**config.mk**
```make
export PLATFORM = sky130hd
export DESIGN_NAME = mcc_top
export DESIGN_NICKNAME = d
export VERILOG_FILES = /design/src/rtl/mcc_pkg.sv /design/src/rtl/mcc_top.sv
export VERILOG_INCLUDE_DIRS = /design/src /design/src/rtl
export SDC_FILE = /design/constraint.sdc
export NUM_CORES = 1
export LEC_CHECK = 0
export BUFFER_PORTS_ARGS = -buffer_cell sky130_fd_sc_hd__buf_4
export CAP_MARGIN = 25
export CORE_UTILIZATION = 49
export CTS_CLUSTER_DIAMETER = 60
export DETAILED_ROUTE_END_ITERATION = 10
export GPL_ROUTABILITY_DRIVEN = 1
export MAX_ROUTING_LAYER = met4
export PLACE_DENSITY = 0.85
export SETUP_SLACK_MARGIN = 0.02
export SYNTH_ARGS = -nofsm -noshare
export SYNTH_HDL_FRONTEND = slang
export SYNTH_SLANG_ARGS = --single-unit
```
**constraint.sdc**
```tcl
create_clock -name clock_i -period 2.1 [get_ports clock_i]
set_clock_uncertainty 0.2 [all_clocks]
set_input_delay 0.105 -clock clock_i [delete_from_list [all_inputs] [get_ports clock_i]]
set_output_delay 0.105 -clock clock_i [all_outputs]
set_load 0.02 [all_outputs]
```
**src/rtl/mcc_defines.svh**
```systemverilog
// Functional notes
// Core ratio codes 0-4 decode; 5-7 reserved
// Core PLL fed by memory clock
// Core ratio select resets to zero
// Memory ratio resets zero: 2x, one: 3x
// Memory PLL fed by external reference
// Core PLL off bit resets to one
// Core bypass resets one: core from memory
// Memory PLL off bit resets to one
// Memory bypass resets one: external reference
// Both bypassed: core runs at reference rate
// Boot never selects a disabled PLL output
// Boot should enable both PLLs
// Refresh interval resets to decimal 1000
// Rank size resets 4 MB; 0, 7 reserved
// Memory interface held in reset during load
// After release, readable but not writable
// Memory PLL not disabled while selected
// Reserved codes flagged as invalid
`ifndef MCC_DEFINES_SVH
`define MCC_DEFINES_SVH

// Register selects on the boot and read ports
`define MCC_SEL_MEM_CFG      1'b0
`define MCC_SEL_RATIO_CFG    1'b1

// memory_config field layout
`define MCC_REFRESH_LSB      16
`define MCC_REFRESH_MSB      31
`define MCC_SIZE_LSB         4
`define MCC_SIZE_MSB         6
`define MCC_MEM_CFG_MASK     32'hffff_0070
`define MCC_MEM_CFG_RESET    32'h03e8_0040

// clock_ratio_config field layout
`define MCC_CRATIO_LSB       0
`define MCC_CRATIO_MSB       2
`define MCC_MRATIO_BIT       4
`define MCC_CORE_OFF_BIT     8
`define MCC_CORE_BYP_BIT     9
`define MCC_MEM_OFF_BIT      10
`define MCC_MEM_BYP_BIT      11
`define MCC_RATIO_CFG_MASK   32'h0000_0f17
`define MCC_RATIO_CFG_RESET  32'h0000_0f00

// Encodings
`define MCC_CRATIO_MAX       3'h4
`define MCC_SIZE_MIN         3'h1
`define MCC_SIZE_MAX         3'h6

`endif

```
**src/rtl/mcc_pkg.sv**
```systemverilog
package mcc_pkg;

    typedef enum logic [0:0]
    {
        MCC_BOOT = 1'b0,
        MCC_RUN  = 1'b1
    } mcc_state_t;

    // Core clock source seen by the core logic
    typedef enum logic [1:0]
    {
        MCC_SRC_EXT_REF  = 2'b00,
        MCC_SRC_MEM_PLL  = 2'b01,
        MCC_SRC_CORE_PLL = 2'b10
    } mcc_src_t;

    typedef struct packed
    {
        mcc_state_t  state;
        logic [31:0] mem_cfg;
        logic [31:0] ratio_cfg;
        logic [31:0] rd_data;
        logic        rd_valid;
    } mcc_regs_t;

endpackage

```
**src/rtl/mcc_top.sv**
```systemverilog
`timescale 1ns/1ps
`include "mcc_defines.svh"

module mcc_top
(
    input  wire logic            clock_i,
    input  wire logic            rst_b_i,
    input  wire logic            boot_wr_i,
    input  wire logic            boot_sel_i,
    input  wire logic [31:0]     boot_data_i,
    input  wire logic            boot_done_i,
    input  wire logic            rd_en_i,
    input  wire logic            rd_sel_i,
    output logic [31:0]          rd_data_o,
    output logic                 rd_valid_o,
    output logic                 mem_if_rst_o,
    output logic [2:0]           core_ratio_num_o,
    output logic [2:0]           core_ratio_den_o,
    output logic [1:0]           mem_ratio_mult_o,
    output logic                 core_pll_en_o,
    output logic                 core_pll_bypass_o,
    output logic                 mem_pll_en_o,
    output logic                 mem_pll_bypass_o,
    output mcc_pkg::mcc_src_t    core_clk_src_o,
    output logic [15:0]          refresh_interval_o,
    output logic [2:0]           rank_size_sel_o,
    output logic                 config_err_o
);
    import mcc_pkg::*;

    mcc_regs_t   r_q;
    mcc_regs_t   r_d;
    logic [2:0]  cratio;
    logic        mratio;
    logic        core_off;
    logic        core_byp;
    logic        mem_off;
    logic        mem_byp;
    logic [2:0]  size;

    ////////////////////////////////////////////////////////////////////////
    // Field extraction
    assign cratio   = r_q.ratio_cfg[`MCC_CRATIO_MSB:`MCC_CRATIO_LSB];
    assign mratio   = r_q.ratio_cfg[`MCC_MRATIO_BIT];
    assign core_off = r_q.ratio_cfg[`MCC_CORE_OFF_BIT];
    assign core_byp = r_q.ratio_cfg[`MCC_CORE_BYP_BIT];
    assign mem_off  = r_q.ratio_cfg[`MCC_MEM_OFF_BIT];
    assign mem_byp  = r_q.ratio_cfg[`MCC_MEM_BYP_BIT];
    assign size     = r_q.mem_cfg[`MCC_SIZE_MSB:`MCC_SIZE_LSB];

    ////////////////////////////////////////////////////////////////////////
    // Next state: boot load window, then locked
    always_comb
    begin
        r_d          = r_q;
        r_d.rd_valid = 1'b0;
        case (r_q.state)
            MCC_BOOT:
            begin
                // Loads only while the memory interface sits in reset
                if (boot_wr_i)
                begin
                    if (boot_sel_i == `MCC_SEL_MEM_CFG)
                    begin
                        r_d.mem_cfg = boot_data_i
                                      & `MCC_MEM_CFG_MASK;
                    end
                    else
                    begin
                        r_d.ratio_cfg = boot_data_i
                                        & `MCC_RATIO_CFG_MASK;
                    end
                end
                if (boot_done_i)
                begin
                    r_d.state = MCC_RUN;
                end
            end
            MCC_RUN:
            begin
                // No write path exists here; values are frozen
                r_d.state = MCC_RUN;
            end
            default:
            begin
                r_d.state = MCC_BOOT;
            end
        endcase
        // Reads are allowed in either state
        if (rd_en_i)
        begin
            r_d.rd_valid = 1'b1;
            r_d.rd_data  = (rd_sel_i == `MCC_SEL_MEM_CFG) ?
                           r_q.mem_cfg : r_q.ratio_cfg;
        end
    end

    ////////////////////////////////////////////////////////////////////////
    // State register; defaults are the documented power-up values
    always_ff @(posedge clock_i or negedge rst_b_i)
    begin
        if (!rst_b_i)
        begin
            r_q.state     <= MCC_BOOT;
            r_q.mem_cfg   <= `MCC_MEM_CFG_RESET;
            r_q.ratio_cfg <= `MCC_RATIO_CFG_RESET;
            r_q.rd_data   <= 32'h0000_0000;
            r_q.rd_valid  <= 1'b0;
        end
        else
        begin
            r_q <= r_d;
        end
    end

    ////////////////////////////////////////////////////////////////////////
    // Core ratio decode; reserved codes fall back to 1:1
    always_comb
    begin
        case (cratio)
            3'h0:
            begin
                core_ratio_num_o = 3'h1;
                core_ratio_den_o = 3'h1;
            end
            3'h1:
            begin
                core_ratio_num_o = 3'h2;
                core_ratio_den_o = 3'h1;
            end
            3'h2:
            begin
                core_ratio_num_o = 3'h3;
                core_ratio_den_o = 3'h2;
            end
            3'h3:
            begin
                core_ratio_num_o = 3'h4;
                core_ratio_den_o = 3'h3;
            end
            3'h4:
            begin
                core_ratio_num_o = 3'h5;
                core_ratio_den_o = 3'h4;
            end
            default:
            begin
                core_ratio_num_o = 3'h1;
                core_ratio_den_o = 3'h1;
            end
        endcase
    end

    ////////////////////////////////////////////////////////////////////////
    // Clock tree controls
    assign mem_ratio_mult_o  = mratio ? 2'h3 : 2'h2;
    assign core_pll_en_o     = ~core_off;
    assign mem_pll_en_o      = ~mem_off;
    assign core_pll_bypass_o = core_byp;
    assign mem_pll_bypass_o  = mem_byp;

    // Core source: core PLL output, else its input (the memory clock),
    // which is the reference itself when the memory PLL is bypassed
    always_comb
    begin
        if (!core_byp)
        begin
            core_clk_src_o = MCC_SRC_CORE_PLL;
        end
        else if (mem_byp)
        begin
            core_clk_src_o = MCC_SRC_EXT_REF;
        end
        else
        begin
            core_clk_src_o = MCC_SRC_MEM_PLL;
        end
    end

    ////////////////////////////////////////////////////////////////////////
    // Memory configuration and sanity flag
    assign refresh_interval_o =
        r_q.mem_cfg[`MCC_REFRESH_MSB:`MCC_REFRESH_LSB];
    assign rank_size_sel_o = size;

    // Flags a loaded setting that clock or memory control cannot honour
    assign config_err_o = (cratio > `MCC_CRATIO_MAX)
                        | (size < `MCC_SIZE_MIN)
                        | (size > `MCC_SIZE_MAX)
                        | (core_off & ~core_byp)
                        | (mem_off & ~mem_byp);

    assign mem_if_rst_o = (r_q.state == MCC_BOOT);
    assign rd_data_o    = r_q.rd_data;
    assign rd_valid_o   = r_q.rd_valid;

endmodule

```
==> flow_summary.toml <==
[floorplanning]
fp.coreArea_mm2 = 0.00527
io_pins = 107
dieHeight_um = 77.0
start_util_pct = 52.2
die_x_um = 77.0
rows = 26
die-area_mm2 = 0.00592

[yosys]
ys_ff_latch = 55
yosysSeqAreaShare_pct = 50.5
yosys.cell_types.count = 31
yosys_warnings = 0
synthTopCellsByArea = "dfrtp_1 (40%), buf_4 (14%), dfstp_2 (11%), mux2_2 (7.0%), mux2_4 (5.5%)"
syn_avg_cell_area_um2 = 11.1
synthesis.area_mm2 = 0.00275
yosys.area.top_type = "dfrtp_1"
synth.top_cell.area_share_pct = 40.0
syn_inst = 247

[worst_setup_path]
crit_path_end_kind = "primary output"
cp_max_fo = 8
start_kind = "flop"
cp_data_arrival_time_ns = 1.63
critPathKind = "reg2out"
required_ns = 1.79

[cells_and_area]
final_nets = 358
num_antenna_cells = 0
n_fill_cell = 426
postLayoutCellArea_mm2 = 0.00348
drive_above_1_share_pct = 44.1
areaGrowthSynthToFinish_pct = 26.4

[cts]
hold_buffers = 30
clkTransAtPathRegs_ns = 0.09
cts_root_buf = "clkbuf_8"
cts_max_path_buffers = 2
clkLatencyLatePin_ns = 0.30
cts_setup_buffers = 0
htreeDepth = 2
cts_tree = "built"
cts_resized = 0
cts.sink_count = 55
cts-buffers-inserted = 5

[timing]
tightest_slew_ns = 0.683
finalHoldViolations = 0
setup_viol = 0
max-slew-margin-rel_pct = 54.5
rsz0062_at_grt = "no"
whs_ns = 0.105
timing.fmax_mhz = 516
drv_slew = 0
setup_slack_ns = 0.161
tns_ns = 0
min_period_over_period_pct = 92.3
post-route-min-period_ns = 1.94

[drt]
drt_iter0_markers = 52
drtAntennaViolNets = 0
viasPerCell = 4.75
wl_mm = 5.47
routedWlPerCell_um = 14.0
post-route-drc-count = 0
first_pass_iters = 4
num_vias = 1851

[job]
drv_cap = 0

[grt]
grt_pass1_vias = 1953
grt.overflow.total = 0
grt_usage_pct = 20.6
grt_pass1_wl_mm = 9.23
grt_max_degree = 56
antenna_found_initial = 0

[place]
gp_congestion = 0.743
io_buffers = 93
postPlaceCellArea_mm2 = 0.00310
pre_cts_slack_ns = 0.464
dp_hpwl_mm = 3.40

[pwr]
p_sw_uw = 629
power.internal_uw = 1630
seq_power_share_pct = 53.4
leakagePower_uw = 0.00169
clockPowerShare_pct = 24.6
pwr-share-comb_pct = 22.0
swShare_pct = 27.9
power_density_mw_per_mm2 = 648
ir_drop_mv = 0.363

[hold_path]
worstHoldPathType = "in2reg"

[run_status]
status = "finished, final reports clean"
## flip-flops by register name, summed over array words and instances (netlist names)
register,count
cratio,3
r_q,1
rd_valid_o,1
mem_pll_bypass_o,1
core_off,1
core_pll_bypass_o,1
mem_off,1
rd_data_o,26
mratio,1
rank_size_sel_o,3
refresh_interval_o,16
## cell type report
class / count / area, um2 / share of cell area (%)
tap: 70 / 87.6 / 2.52
inverter: 29 / 109 / 3.13
clock inverter: 1 / 5.00 / 0.144
clock buffer: 7 / 76.3 / 2.19
timing repair buffer: 124 / 1010 / 28.9
sequential: 55 / 1390 / 39.9
multi-input combinational: 104 / 806 / 23.2
## power by group through the flow
stage	combinational, uW	clock, uW	sequential, uW
2_1_floorplan	338	0	1210
3_3_place_gp	443	0	1220
3_5_place_dp	453	0	1220
4_1_cts	498	577	1200
5_1_grt	532	628	1220
6_report	497	554	1200
## synth_stat cells, drive strengths merged
library cell	count
a21o	1
xnor2	1
dfstp	11
buf	58
a21oi	1
nor3	1
inv	29
nor3b	2
or3	1
conb	2
dfrtp	44
o21bai	1
nor2	3
clkbuf	6
mux2i	1
nand2b	1
nor2b	2
o21ai	26
o221ai	1
nand3	8
or2	1
nand3b	18
and3	1
mux2	27
## layer usage
| layer | routed length (um) | share of wire (%) | global-route usage, % | vias up |
|---|---|---|---|---|
| met5 | 0 | 0 | - | - |
| met4 | 120 | 2.2 | 7.31 | 0 |
| met3 | 287 | 5.2 | 4.40 | 12 |
| met2 | 2820 | 51 | 35.4 | 75 |
| met1 | 2250 | 41 | 23.6 | 885 |
| li1 | - | - | - | 879 |
## cells by family after synthesis
| kind of cell | count (synthesis) | synth area share [%] |
|---|---|---|
| AOI/OAI and AO/OA | 30 | 5.77 |
| other | 2 | 0.273 |
| DFF | 55 | 50.5 |
| and+or+nand+nor | 38 | 9.23 |
| muxes | 28 | 12.8 |
| xor gates and xnor gates | 1 | 0.318 |
| buffers and inverters | 93 | 21.1 |
## worst paths after layout
path	start	end	slack (ns)	cells after the start
max reg2reg	r_q[97]	refresh_interval_o[15]	0.45	3
min	boot_wr_i	cratio[1]	0.10	3
min in group asynchronous	rst_b_i	rd_data_o[8]	0.18	2
max	cratio[0]	config_err_o	0.16	4
min reg2reg	rd_data_o[26]	rd_data_o[26]	0.32	2
max in group asynchronous	rst_b_i	refresh_interval_o[14]	1.06	2
## layout by cell type (no fill, tap or decap), types with 2 or more instances in the layout
cell type      Yosys  routed
inv_1             29      29
mux2_4            10      10
dfrtp_1           44      44
nand3b_1          18      18
mux2_2            17      17
clkbuf_1           6       2
nand3_1            7       7
nor2_1             3       3
dfstp_2           11      11
nor2b_1            2       2
buf_4             53      94
clkbuf_8           0       5
o21ai_0           25      25
conb_1             2       7
dlygate4sd3_1      0      30
## metrics by stage
| stage | cells | power (uW) | utilization (%) |
|---|---|---|---|
| 2_1_floorplan | 252 | 1550 | - |
| 3_3_place_gp | 352 | 1660 | 58.8 |
| 3_5_place_dp | 352 | 1680 | 58.8 |
| 4_1_cts | 390 | 2280 | 66.0 |
| 5_1_grt | 390 | 2380 | 66.0 |
| 6_report | 390 | 2260 | 66.0 |
## critical path: stages (launching register included)
cell,delay [ns]
dfrtp_1,0.47
o21ai_1,0.17
o221ai_1,0.13
or3_1,0.38
buf_4,0.17
Note: power is estimated with default switching activity, not from simulation.
